--- src/core/cwd_regs.vh ---
// Address map, field positions, reset values and codes of the config decoder
`ifndef CWD_REGS_VH
`define CWD_REGS_VH

// Special configuration space, reachable only in programming mode
`define CWD_SPACE_BASE      14'h2000
`define CWD_SPACE_LAST      14'h3FFF
`define CWD_SETUP_ADDR      14'h2007
`define CWD_TRIM_ADDR       14'h2008

// Word width and erased (unprogrammed) value
`define CWD_WORD_W          14
`define CWD_ERASED          14'h3FFF

// device_setup_word fields
`define CWD_CFG_CPD_BIT     7
`define CWD_CFG_CP_BIT      6
`define CWD_CFG_ROLE_BIT    5
`define CWD_CFG_POWERUP_TIMER_BIT    4
`define CWD_CFG_WDT_BIT     3
`define CWD_CFG_OSC_HI      2
`define CWD_CFG_OSC_LO      0
`define CWD_CFG_FORCE_ONE   14'h3000

// factory_trim_word fields
`define CWD_CAL_OSC_HI      12
`define CWD_CAL_OSC_LO      6
`define CWD_CAL_POR_HI      4
`define CWD_CAL_POR_LO      3
`define CWD_CAL_DROOP_HI    2
`define CWD_CAL_DROOP_LO    0
`define CWD_CAL_KEEP_MASK   14'h1FDF
`define CWD_CAL_RESET       14'h0012

// oscillator_choice codes
`define CWD_OSC_RC_CLOCK_OUTPUT_FUNCTION   3'h7
`define CWD_OSC_RC_IO       3'h6
`define CWD_OSC_INT_CLOCK_OUTPUT_FUNCTION  3'h5
`define CWD_OSC_INT_IO      3'h4
`define CWD_OSC_EXT_CLK     3'h3
`define CWD_OSC_XTAL_HS     3'h2
`define CWD_OSC_XTAL_XT     3'h1
`define CWD_OSC_XTAL_LP     3'h0

// Reserved droop trim code
`define CWD_DROOP_RSVD      3'h0

`endif

--- src/core/cwd_cfg_mem.v ---
// Small non-volatile word store for the special configuration space
`timescale 1ns/100ps
`include "cwd_regs.vh"

module cwd_cfg_mem #(
  parameter                 AW       = 4,
  parameter                 DW       = 14,
  parameter [3:0]           CAL_IDX  = 4'h8,
  parameter [13:0]          CAL_INIT = `CWD_CAL_RESET
) (
  input  wire               clk,
  input  wire               nrst,
  input  wire               we,
  input  wire [AW-1:0]      waddr,
  input  wire [DW-1:0]      wdata,
  input  wire               erase,
  input  wire [AW-1:0]      raddr,
  output reg  [DW-1:0]      rdata_ff
);

  reg [DW-1:0] mem_ff [0:(1<<AW)-1];
  integer      i;
  integer      k;

  // Power-on image: every word blank except the factory calibration word
  initial begin
    for (k = 0; k < (1<<AW); k = k + 1) begin
      mem_ff[k] = (k == CAL_IDX) ? CAL_INIT : `CWD_ERASED;
    end
  end

  // Non-volatile: a device reset leaves the words alone so programmed
  // settings reach the next load; programming only clears bits, erase
  // returns every word but the calibration word to all ones
  always @(posedge clk) begin
    if (erase) begin
      for (i = 0; i < (1<<AW); i = i + 1) begin
        if (i != CAL_IDX) begin
          mem_ff[i] <= `CWD_ERASED; // see RULE_13
        end
      end
    end else if (we) begin
      mem_ff[waddr] <= mem_ff[waddr] & wdata; // see RULE_17
    end
  end

  // Registered read port
  always @(posedge clk or negedge nrst) begin
    if (!nrst) begin
      rdata_ff <= `CWD_ERASED;
    end else begin
      rdata_ff <= mem_ff[raddr];
    end
  end

endmodule

--- src/core/cwd_config_word_decode.v ---
// Loads and decodes the configuration and calibration words at reset
`timescale 1ns/100ps
`include "cwd_regs.vh"

// Functional notes
// RULE_01: Bit 5 picks external reset or input.
// RULE_02: Bit 4 high disables power-up timer.
// RULE_03: Bit 3 forces watchdog, else software bit.
// RULE_04: Codes 111/110: RC, clock out or I/O.
// RULE_05: Codes 101/100: internal oscillator, pin roles.
// RULE_06: Code 011: outside clock in, pin freed.
// RULE_07: Codes 010/001/000: crystal HS, XT, LP.
// RULE_08: Droop detection never enables power-up timer.
// RULE_09: Data protection off erases data EEPROM.
// RULE_10: Program protection off erases program memory.
// RULE_11: Reset held in internal/RC mode stops oscillator.
// RULE_12: Oscillator, power-on, droop trims from calibration.
// RULE_13: Calibration word survives device erase.
// RULE_14: Space 2000h-3FFFh only in programming mode.
// RULE_15: Oscillator trim is signed seven-bit value.
// RULE_16: Power-on trim 2 bits; droop 000 reserved.
// RULE_17: Programmed bits read 0, blank read 1.
// RULE_18: Read words once at reset, then hold.
module cwd_config_word_decode #(
  parameter [13:0]          CAL_INIT = `CWD_CAL_RESET
) (
  input  wire               CLK_SYS,
  input  wire               NRST,
  input  wire               PROG_MODE,
  input  wire [13:0]        PROG_ADDR,
  input  wire [13:0]        PROG_WDATA,
  input  wire               PROG_WE,
  input  wire               PROG_RE,
  input  wire               PROG_BULK_ERASE,
  output reg  [13:0]        PROG_RDATA,
  output reg                PROG_RVALID,
  input  wire               EXTERNAL_RESET_INPUT_N,
  input  wire               SOFTWARE_WATCHDOG_ON,
  output reg                SETTINGS_VALID,
  output reg                PIN_RESET_ROLE_SELECT,
  output reg                PIN_RESET_ACTIVE,
  output reg                SHARED_INPUT_PIN,
  output reg                POWERUP_TIMER_ENABLE,
  output reg                WATCHDOG_ENABLE,
  output reg  [2:0]         OSCILLATOR_CHOICE,
  output reg                OSC_RC_SEL,
  output reg                OSC_INTERNAL_SEL,
  output reg                OSC_OUTSIDE_CLOCK_SEL,
  output reg                OSC_CRYSTAL_SEL,
  output reg  [1:0]         CRYSTAL_DRIVE,
  output reg                CLOCK_OUTPUT_FUNCTION,
  output reg                OSC1_IS_IO,
  output reg                OSC2_IS_IO,
  output reg                INT_OSC_STOP,
  output reg  [6:0]         OSCILLATOR_TRIM,
  output reg  [1:0]         POR_TRIM,
  output reg  [2:0]         SUPPLY_DROOP_TRIM,
  output reg                DROOP_TRIM_VALID,
  output reg                ERASE_DATA_MEM,
  output reg                ERASE_PROG_MEM
);

  // One-hot load sequencer states
  localparam [3:0] ST_CFG  = 4'h1;
  localparam [3:0] ST_CAL  = 4'h2;
  localparam [3:0] ST_LAST = 4'h4;
  localparam [3:0] ST_RUN  = 4'h8;

  // Word slots of the setup and trim words inside the small store
  localparam [13:0] OFS_SETUP = `CWD_SETUP_ADDR - `CWD_SPACE_BASE;
  localparam [13:0] OFS_TRIM  = `CWD_TRIM_ADDR - `CWD_SPACE_BASE;
  localparam [3:0]  IDX_SETUP = OFS_SETUP[3:0];
  localparam [3:0]  IDX_TRIM  = OFS_TRIM[3:0];

  reg  [3:0]  state_ff;
  reg  [3:0]  nxt_state;
  reg  [13:0] cfg_ff;
  reg  [1:0]  prot_ff;        // [1] data, [0] program protection off
  reg         rd_pend_ff;
  reg         rd_hit_ff;
  reg  [3:0]  mem_raddr;
  wire [13:0] mem_rdata;

  // True when the address lies in the mapped part of the special space
  function in_store;
    input [13:0] addr;
    begin
      in_store = (addr >= `CWD_SPACE_BASE) &&
                 (addr <= (`CWD_SPACE_BASE + 14'h000F));
    end
  endfunction

  // Requests count only once loading is over and programming mode is on;
  // a strobe during the load is dropped without an answer
  wire        in_space = (PROG_ADDR >= `CWD_SPACE_BASE); // see RULE_14
  wire        run      = state_ff[3];
  wire        acc_ok   = run & PROG_MODE & in_space;     // see RULE_14
  wire [3:0]  acc_idx  = PROG_ADDR[3:0];
  wire        acc_hit  = acc_ok & in_store(PROG_ADDR);
  wire        do_erase = acc_ok & PROG_BULK_ERASE;
  wire        do_write = acc_hit & PROG_WE & ~PROG_BULK_ERASE;
  wire        do_read  = acc_ok & PROG_RE;

  // Reserved bits are forced as stored: setup 13:12 blank, trim 13 and 5 zero
  reg  [13:0] wr_word;
  always @* begin
    wr_word = PROG_WDATA;
    if (acc_idx == IDX_SETUP) begin
      wr_word = PROG_WDATA | `CWD_CFG_FORCE_ONE;
    end else if (acc_idx == IDX_TRIM) begin
      wr_word = PROG_WDATA & `CWD_CAL_KEEP_MASK;
    end
  end

  cwd_cfg_mem #(
    .AW       (4),
    .DW       (14),
    .CAL_IDX  (IDX_TRIM),
    .CAL_INIT (CAL_INIT)
  ) u_mem (
    .clk      (CLK_SYS),
    .nrst     (NRST),
    .we       (do_write),
    .waddr    (acc_idx),
    .wdata    (wr_word),
    .erase    (do_erase),
    .raddr    (mem_raddr),
    .rdata_ff (mem_rdata)
  );

  // Read address and next state of the load sequencer
  always @* begin
    mem_raddr = acc_idx;
    nxt_state = state_ff;
    case (state_ff)
      ST_CFG: begin
        mem_raddr = IDX_SETUP;
        nxt_state = ST_CAL;
      end
      ST_CAL: begin
        mem_raddr = IDX_TRIM;
        nxt_state = ST_LAST;
      end
      ST_LAST: begin
        nxt_state = ST_RUN;
      end
      ST_RUN: begin
        nxt_state = ST_RUN;
      end
      default: begin
        nxt_state = ST_CFG;
      end
    endcase
  end

  // Sequencer; words are fetched once after reset and then held
  always @(posedge CLK_SYS or negedge NRST) begin
    if (!NRST) begin
      state_ff <= ST_CFG;
      cfg_ff   <= `CWD_ERASED;
    end else begin
      state_ff <= nxt_state; // see RULE_18
      if (state_ff == ST_CAL) begin
        cfg_ff <= mem_rdata; // see RULE_18
      end
    end
  end

  // Decoded settings, latched as the calibration word arrives
  always @(posedge CLK_SYS or negedge NRST) begin
    if (!NRST) begin
      SETTINGS_VALID        <= 1'b0;
      PIN_RESET_ROLE_SELECT <= 1'b1;
      POWERUP_TIMER_ENABLE  <= 1'b0;
      OSCILLATOR_CHOICE     <= `CWD_OSC_RC_CLOCK_OUTPUT_FUNCTION;
      OSC_RC_SEL            <= 1'b0;
      OSC_INTERNAL_SEL      <= 1'b0;
      OSC_OUTSIDE_CLOCK_SEL <= 1'b0;
      OSC_CRYSTAL_SEL       <= 1'b0;
      CRYSTAL_DRIVE         <= 2'h0;
      CLOCK_OUTPUT_FUNCTION <= 1'b0;
      OSC1_IS_IO            <= 1'b0;
      OSC2_IS_IO            <= 1'b0;
      OSCILLATOR_TRIM       <= 7'h00;
      POR_TRIM              <= 2'h0;
      SUPPLY_DROOP_TRIM     <= 3'h0;
      DROOP_TRIM_VALID      <= 1'b0;
    end else if (state_ff == ST_LAST) begin
      SETTINGS_VALID        <= 1'b1;
      PIN_RESET_ROLE_SELECT <= cfg_ff[`CWD_CFG_ROLE_BIT]; // see RULE_01
      // Timer follows only its own bit; droop settings never enable it
      POWERUP_TIMER_ENABLE  <=
        ~cfg_ff[`CWD_CFG_POWERUP_TIMER_BIT]; // see RULE_02 RULE_08
      OSCILLATOR_CHOICE     <= cfg_ff[`CWD_CFG_OSC_HI:`CWD_CFG_OSC_LO];
      OSC_RC_SEL            <= 1'b0;
      OSC_INTERNAL_SEL      <= 1'b0;
      OSC_OUTSIDE_CLOCK_SEL <= 1'b0;
      OSC_CRYSTAL_SEL       <= 1'b0;
      CRYSTAL_DRIVE         <= 2'h0;
      CLOCK_OUTPUT_FUNCTION <= 1'b0;
      OSC1_IS_IO            <= 1'b0;
      OSC2_IS_IO            <= 1'b0;
      case (cfg_ff[`CWD_CFG_OSC_HI:`CWD_CFG_OSC_LO])
        `CWD_OSC_RC_CLOCK_OUTPUT_FUNCTION: begin
          OSC_RC_SEL            <= 1'b1; // see RULE_04
          CLOCK_OUTPUT_FUNCTION <= 1'b1;
        end
        `CWD_OSC_RC_IO: begin
          OSC_RC_SEL <= 1'b1; // see RULE_04
          OSC2_IS_IO <= 1'b1;
        end
        `CWD_OSC_INT_CLOCK_OUTPUT_FUNCTION: begin
          OSC_INTERNAL_SEL      <= 1'b1; // see RULE_05
          CLOCK_OUTPUT_FUNCTION <= 1'b1;
          OSC1_IS_IO            <= 1'b1;
        end
        `CWD_OSC_INT_IO: begin
          OSC_INTERNAL_SEL <= 1'b1; // see RULE_05
          OSC1_IS_IO       <= 1'b1;
          OSC2_IS_IO       <= 1'b1;
        end
        `CWD_OSC_EXT_CLK: begin
          OSC_OUTSIDE_CLOCK_SEL <= 1'b1; // see RULE_06
          OSC2_IS_IO            <= 1'b1;
        end
        default: begin
          OSC_CRYSTAL_SEL <= 1'b1; // see RULE_07
          CRYSTAL_DRIVE   <= cfg_ff[1:0];
        end
      endcase
      // Factory trims pass through unchanged; oscillator trim stays signed
      OSCILLATOR_TRIM   <=
        mem_rdata[`CWD_CAL_OSC_HI:`CWD_CAL_OSC_LO]; // see RULE_12 RULE_15
      POR_TRIM          <=
        mem_rdata[`CWD_CAL_POR_HI:`CWD_CAL_POR_LO]; // see RULE_12
      SUPPLY_DROOP_TRIM <=
        mem_rdata[`CWD_CAL_DROOP_HI:`CWD_CAL_DROOP_LO]; // see RULE_12
      DROOP_TRIM_VALID  <= mem_rdata[`CWD_CAL_DROOP_HI:`CWD_CAL_DROOP_LO]
                           != `CWD_DROOP_RSVD; // see RULE_16
    end
  end

  // Live pin, watchdog and oscillator-stop outputs
  always @(posedge CLK_SYS or negedge NRST) begin
    if (!NRST) begin
      PIN_RESET_ACTIVE <= 1'b0;
      SHARED_INPUT_PIN <= 1'b0;
      WATCHDOG_ENABLE  <= 1'b0;
      INT_OSC_STOP     <= 1'b0;
    end else begin
      // Reset role held inactive when the pin is a plain input
      PIN_RESET_ACTIVE <= SETTINGS_VALID & PIN_RESET_ROLE_SELECT &
                          ~EXTERNAL_RESET_INPUT_N; // see RULE_01
      SHARED_INPUT_PIN <= ~PIN_RESET_ROLE_SELECT &
                          EXTERNAL_RESET_INPUT_N; // see RULE_01
      WATCHDOG_ENABLE  <= SETTINGS_VALID &
                          (cfg_ff[`CWD_CFG_WDT_BIT] |
                           SOFTWARE_WATCHDOG_ON); // see RULE_03
      INT_OSC_STOP     <= SETTINGS_VALID & PIN_RESET_ROLE_SELECT &
                          ~EXTERNAL_RESET_INPUT_N &
                          (OSC_RC_SEL | OSC_INTERNAL_SEL); // see RULE_11
    end
  end

  // Protection tracking; erase with protection on lifts it and wipes memory
  always @(posedge CLK_SYS or negedge NRST) begin
    if (!NRST) begin
      prot_ff        <= 2'h3;
      ERASE_DATA_MEM <= 1'b0;
      ERASE_PROG_MEM <= 1'b0;
    end else begin
      ERASE_DATA_MEM <= do_erase & ~prot_ff[1]; // see RULE_09
      ERASE_PROG_MEM <= do_erase & ~prot_ff[0]; // see RULE_10
      // Writes only clear bits, so a write can switch protection on only
      if (state_ff == ST_CAL) begin
        prot_ff <= {mem_rdata[`CWD_CFG_CPD_BIT], mem_rdata[`CWD_CFG_CP_BIT]};
      end else if (do_erase) begin
        prot_ff <= 2'h3;
      end else if (do_write && acc_idx == IDX_SETUP) begin
        prot_ff <= prot_ff & {PROG_WDATA[`CWD_CFG_CPD_BIT],
                              PROG_WDATA[`CWD_CFG_CP_BIT]};
      end
    end
  end

  // Programmer read answer, two cycles after the request
  always @(posedge CLK_SYS or negedge NRST) begin
    if (!NRST) begin
      rd_pend_ff  <= 1'b0;
      rd_hit_ff   <= 1'b0;
      PROG_RDATA  <= 14'h0000;
      PROG_RVALID <= 1'b0;
    end else begin
      rd_pend_ff  <= do_read;
      rd_hit_ff   <= acc_hit;
      PROG_RVALID <= rd_pend_ff; // see RULE_14
      if (rd_pend_ff) begin
        PROG_RDATA <= rd_hit_ff ? mem_rdata : `CWD_ERASED; // see RULE_17
      end
    end
  end

endmodule

--- config.mk ---
export PLATFORM = sky130hd
export DESIGN_NAME = cwd_config_word_decode
export DESIGN_NICKNAME = d
export VERILOG_FILES = /design/src/core/cwd_cfg_mem.v /design/src/core/cwd_config_word_decode.v
export VERILOG_INCLUDE_DIRS = /design/src /design/src/core
export SDC_FILE = /design/constraint.sdc
export NUM_CORES = 1
export LEC_CHECK = 0
export ABC_AREA = 1
export BUFFER_PORTS_ARGS = -buffer_cell sky130_fd_sc_hd__buf_2
export CAP_MARGIN = 5
export CORE_MARGIN = 2
export CORE_UTILIZATION = 38
export DETAILED_ROUTE_END_ITERATION = 7
export GPL_TIMING_DRIVEN = 0
export PLACE_DENSITY = 0.61
export SETUP_SLACK_MARGIN = 0.15
export SYNTH_ARGS = -nofsm -noshare
export SYNTH_HDL_FRONTEND = slang
export SYNTH_SLANG_ARGS = --single-unit
--- constraint.sdc ---
create_clock -name CLK_SYS -period 3.58 [get_ports CLK_SYS]
set_clock_uncertainty 0.1 [all_clocks]
set_input_delay 0.537 -clock CLK_SYS [delete_from_list [all_inputs] [get_ports CLK_SYS]]
set_output_delay 0.537 -clock CLK_SYS [all_outputs]
set_load 0.05 [all_outputs]
Yosys cells after proc, flatten, opt, wreduce, memory -nomap -nowiden --
Memory sizes are Yosys's and may differ from the RTL's. A register that Yosys moved wholly into a read port is not among the register bits. Cells that the tools add are included.
Word-level totals: word-level logic and storage cells 101, bits in registers 62, memory bits (writable) 224, output and inout bits 49, input port bits 36, memories 1
Memories:
- u_mem.mem_ff | depth 16, width 14, read ports 2, clocked after memory_dff 1, write ports 15, RTL line cwd_cfg_mem.v:21 | reg [DW-1:0] mem_ff [0:(1<<AW)-1];
Operators by class: reduce and logical (&&, ||, !) cells 12, bitwise logic cells 24, equal/unequal tests 11, multiplexer cells 23, $lt $le $gt $ge 2
Operators by type and width (number):
- two-way mux 14 bit | 4
- AND 1 bit | 14
- AND 14 bit | 1
- greater-or-equal comparator 14 bit, second input constant | 1
- less-or-equal comparator 14 bit, second input constant | 1
- OR reduction 14 bit | 1
- == test 3 bit, second input constant | 4
- two-way mux 1 bit | 12
- one-hot mux 4 bit (3 select lines) | 1
- == test 4 x 3 -> 1 bit, second input constant | 2
- == test 4 bit, second input constant | 2
- two-way mux 2 bit | 4
- one-hot mux 4 bit (2 select lines) | 1
- OR reduction 2 bit | 4
- NOT 1 bit | 6
- nonzero test 3 bit | 2
- OR reduction 5 bit | 1
- == test 4 x 1 -> 1 bit, second input constant | 1
- == test 4 x 2 -> 1 bit, second input constant | 1
- two-way mux 4 bit | 1
- == test 3 x 2 -> 1 bit, second input constant | 1
- OR reduction 3 bit | 1
- AND 2 bit | 1
- logical AND 1 bit | 2
- other kinds (2) | 3

Depth between registers and ports, before layout --
depth after elaboration 10, gate-level depth with buffers 11, gate-level depth less buffers 10

Hierarchy --
From an unflattened synthesis, not the netlist that was laid out.
Unflattened totals: cell total of the unflattened synthesis 1939, area total of the unflattened synthesis 15815.2 um2
By module, submodules not included:
- cwd_cfg_mem | times used 1, area an instance 13314.0 um2, seq. area each 7094.3 um2, cells each 1664
- cwd_config_word_decode | times used 1, area an instance 2501.1 um2, seq. area each 1567.8 um2, cells each 275

Worst setup path before layout --
OpenSTA, ideal clock, no wires.
path type input to register, start point in PROG_ADDR[8], end point mem u_mem.mem_ff[10][0] (enable), path slack 617 ps, path buffers 0, stages on the path 6, arrival time 2459 ps, required time 3076 ps, setup time 404 ps, cell sequence inv_1 nand2_1 or2_1 nor3_4 nand3_4 o21ai_0
RTL lines:
- from (decl) | RTL line cwd_config_word_decode.v:30 | input wire [13:0] PROG_ADDR,
- to (decl) | RTL line cwd_cfg_mem.v:21

==> impl_metrics.json <==
{
  "outcome": "complete, no violations",
  "grt-ovfl-total": 0,
  "p_seq_share_pct": 45.3,
  "antenna_found_initial": 1,
  "core_area_sq_um": 40600,
  "dieHeight_microns": 207,
  "cts_hold_buf": 0,
  "drtIter0Drc": 1908,
  "worst_pin_slew_ns": 1.01,
  "setup_viol": 0,
  "clkPwrFrac_pct": 44.6,
  "max-slew-margin-rel_pct": 32.8,
  "avgSynthCellArea_sq_um": 8.56,
  "utilization_pct": 44.3,
  "cts_tree": "done",
  "start_kind": "input port",
  "io_buffers": 84,
  "crit_type": "input port to flop",
  "fin_cells": 2512,
  "clk_path_buf_depth": 3,
  "fin_area_sq_um": 18000,
  "gp_congestion": 0.981,
  "dieArea_sq_um": 42700,
  "timing.final.crit_share_pct": 98.6,
  "power_w": 0.00845,
  "syn_area_sq_um": 15600,
  "drt-vias-per-instance": 5.56,
  "synthesis.nets": 1857,
  "max-vdd-ir-drop_mv": 0.285,
  "drcViolationCount": 0,
  "combPwrFrac_pct": 10.1,
  "fill_cells": 3924,
  "num_io_pins": 85,
  "seq_area_frac_synth_pct": 55.5,
  "swShare_pct": 25.5,
  "clock-sinks": 300,
  "fin_ws_ns": 0.0507,
  "yosys_register_bits": 300,
  "ant_nets": 0,
  "insertion_delay_ns": 0.53,
  "p_int_w": 0.00629,
  "rsz0062_at_grt": "false",
  "yosys_warnings": 0,
  "drt_first_pass_iters": 6,
  "avgRoutedWirePerCell_microns": 23.7,
  "grt_first_pass_wirelength_mm": 85.3,
  "cts_buffers": 34,
  "post-dp-hpwl_mm": 43.5,
  "required_ns": 3.75,
  "drive_gt1_share_pct": 14.0,
  "fp.dieW_microns": 207,
  "worst-path-max-fanout": 10,
  "vias": 14000,
  "post_cts_resize_count": 1,
  "max_freq_mhz": 283,
  "postPlaceCellArea_sq_um": 16800,
  "grt_max_degree": 77,
  "min_path_type": "input port to async pin",
  "nets": 1989,
  "rows": 74,
  "cts_htree_levels": 2,
  "netSwitchingPower_w": 0.00215,
  "path_clk_slew_ns": 0.06,
  "end_kind": "flop",
  "cap_violations": 0,
  "cts_root_buffer": "clkbuf_16",
  "dp_slack_ns": -0.413,
  "dp_cells": 2449,
  "period_minus_slack_ns": 3.53,
  "grt_pass1_vias": 13200,
  "pwr_density_cell_nw_per_um2": 469,
  "area_delta_synth_final_pct": 15.6,
  "post-cts-setup-buffers": 0,
  "wirelength_mm": 59.5,
  "start_util_pct": 38.4,
  "syn-instance-count": 1821,
  "synthDistinctLibCells": 31,
  "hold_viol": 0,
  "leakage_nw": 7.32,
  "seqCellArea_sq_um": 8660,
  "final_max_slew_viol_count": 0,
  "multi_input_area_sq_um": 5500,
  "critical_path_arrival_ns": 3.70,
  "grt_usage_pct": 27.9
}
[kinds of logic (layout without fill, tap and decap cells)]
logic type      Yosys count  count (layout)  share of synthesized area, %
other cells               0               1                             0
buf+inv                 343             501                          9.31
compound gates          242             242                          8.54
flops                   300             300                          55.5
simple gates            936             936                          26.6
[worst max-delay path: stages]
cell and delay (ns):
buf_2 0.18, nor2_2 0.15, inv_2 0.17, clkbuf_1 0.69
o21ai_0 0.33, o21ai_0 0.42, nand2_1 0.17, o21ai_2 0.57
buf_4 0.38, nand2_1 0.08
[power by group through the flow]
| stage | Clock (W) | Sequential [W] | Combinational, W |
|---|---|---|---|
| after floorplan | 0 | 0.00390 | 0.000426 |
| after global placement | 0 | 0.00390 | 0.000806 |
| after detailed placement | 0 | 0.00390 | 0.000823 |
| after CTS | 0.00378 | 0.00383 | 0.000825 |
| after global routing | 0.00391 | 0.00383 | 0.000894 |
| final | 0.00376 | 0.00383 | 0.000855 |
[stage by stage]
| stage | hold WS [ns] | setup TNS [ns] |
|---|---|---|
| after floorplan | 0.141 | 0 |
| after global placement | 0.260 | -93.18 |
| after detailed placement | 0.269 | -12.58 |
| after CTS | 0.0655 | 0 |
| after global routing | 0.0898 | 0 |
| final | 0.0466 | 0 |
[path summary, 6_finish.rpt]
path / to / slack (ns) / cells after the start / from
setup reg to reg: u_mem.rdata_ff[3]$_DFF_PN1_ / 0.32 / 8 / state_ff[3]$_DFF_PN0_
min in group CLK_SYS: PIN_RESET_ACTIVE$_DFF_PN0_ / 0.08 / 2 / EXTERNAL_RESET_INPUT_N
setup / recovery: u_mem.mem_ff[12][4]$_SDFFCE_PN1P_ / 0.05 / 10 / PROG_ADDR[1]
hold reg to reg: PROG_RVALID$_DFF_PN0_ / 0.28 / 0 / rd_pend_ff$_DFF_PN0_
hold / removal: OSC_CRYSTAL_SEL$_DFFE_PN0N_ / 0.05 / 1 / NRST
max in group asynchronous: OSCILLATOR_TRIM[3]$_DFFE_PN0N_ / 2.74 / 1 / NRST
[routing by layer]
layer | wire [microns] | track usage, %
met1 | 23000 | 36.2
met2 | 26100 | 43.0
met3 | 6360 | 5.60
met4 | 3940 | 17.4
met5 | 0 | 0
[state kept, by name (all words and copies together), names as in the netlist, 2 cells and up]
register,flops
CRYSTAL_DRIVE,2
OSCILLATOR_CHOICE,3
OSCILLATOR_TRIM,7
POR_TRIM,2
PROG_RDATA,14
SUPPLY_DROOP_TRIM,3
cfg_ff,6
prot_ff,2
state_ff,4
u_mem.mem_ff,224
u_mem.rdata_ff,14
[cell usage after synthesis]
master    number  area, sq um
o21ai_2       10         87.6
buf_2         20          100
o21bai_2       2         22.5
o21ai_4        2         32.5
a22o_1         1         8.76
o21ai_1        7         35.0
nor3_1         1         5.00
buf_1         15         56.3
nand3_1      283         1420
a21oi_1       11         55.1
nor2_1        79          297
inv_2          6         22.5
nor3_4         1         16.3
nand3b_1      46          345
o21a_1         1         7.51
edfxtp_1     224         6730
o21ai_0      186          931
a22oi_1       10         75.1
nor2_2        12         75.1
or2_1          1         6.26
a31oi_1       11         68.8
dfstp_2       27          709
nand4_1        3         18.8
dfrtp_1       49         1230
buf_6          3         33.8
clkbuf_1      55          206
buf_4         31          233
nand2_1      506         1900
nand3_4        4         70.1
inv_1        213          800
o31ai_1        1         7.51
[cell usage in the layout (no fill, tap or decap), types with 3 or more instances in the layout]
cell type   count
inv_1         213
inv_2           6
nand3_1       283
nor2_1         78
nand3_4         4
nand4_1         3
a21oi_1        11
dfstp_2        27
buf_1          15
o21ai_1        19
o21ai_2        14
clkinv_2        7
clkbuf_1       59
clkinvlp_4      3
dfrtp_1        49
buf_6           6
edfxtp_1      224
a31oi_1        11
bufinv_16       5
nand2_1       506
buf_2         103
a22oi_1        10
buf_4          39
nand3b_1       46
nor2_2         13
o21ai_0       170
clkbuf_16      37
[layout make-up]
class	count	area share, %
flip-flops and latches	300	48.1
inverters	219	4.56
multi-input cells	1178	30.5
clock inverters	17	1.25
repair buffers	96	2.99
well taps	532	3.69
clock buffers	45	5.44
plain buffers	124	3.50
diodes	1	0.0139
No activity file was read; power rests on OpenSTA's default activity.
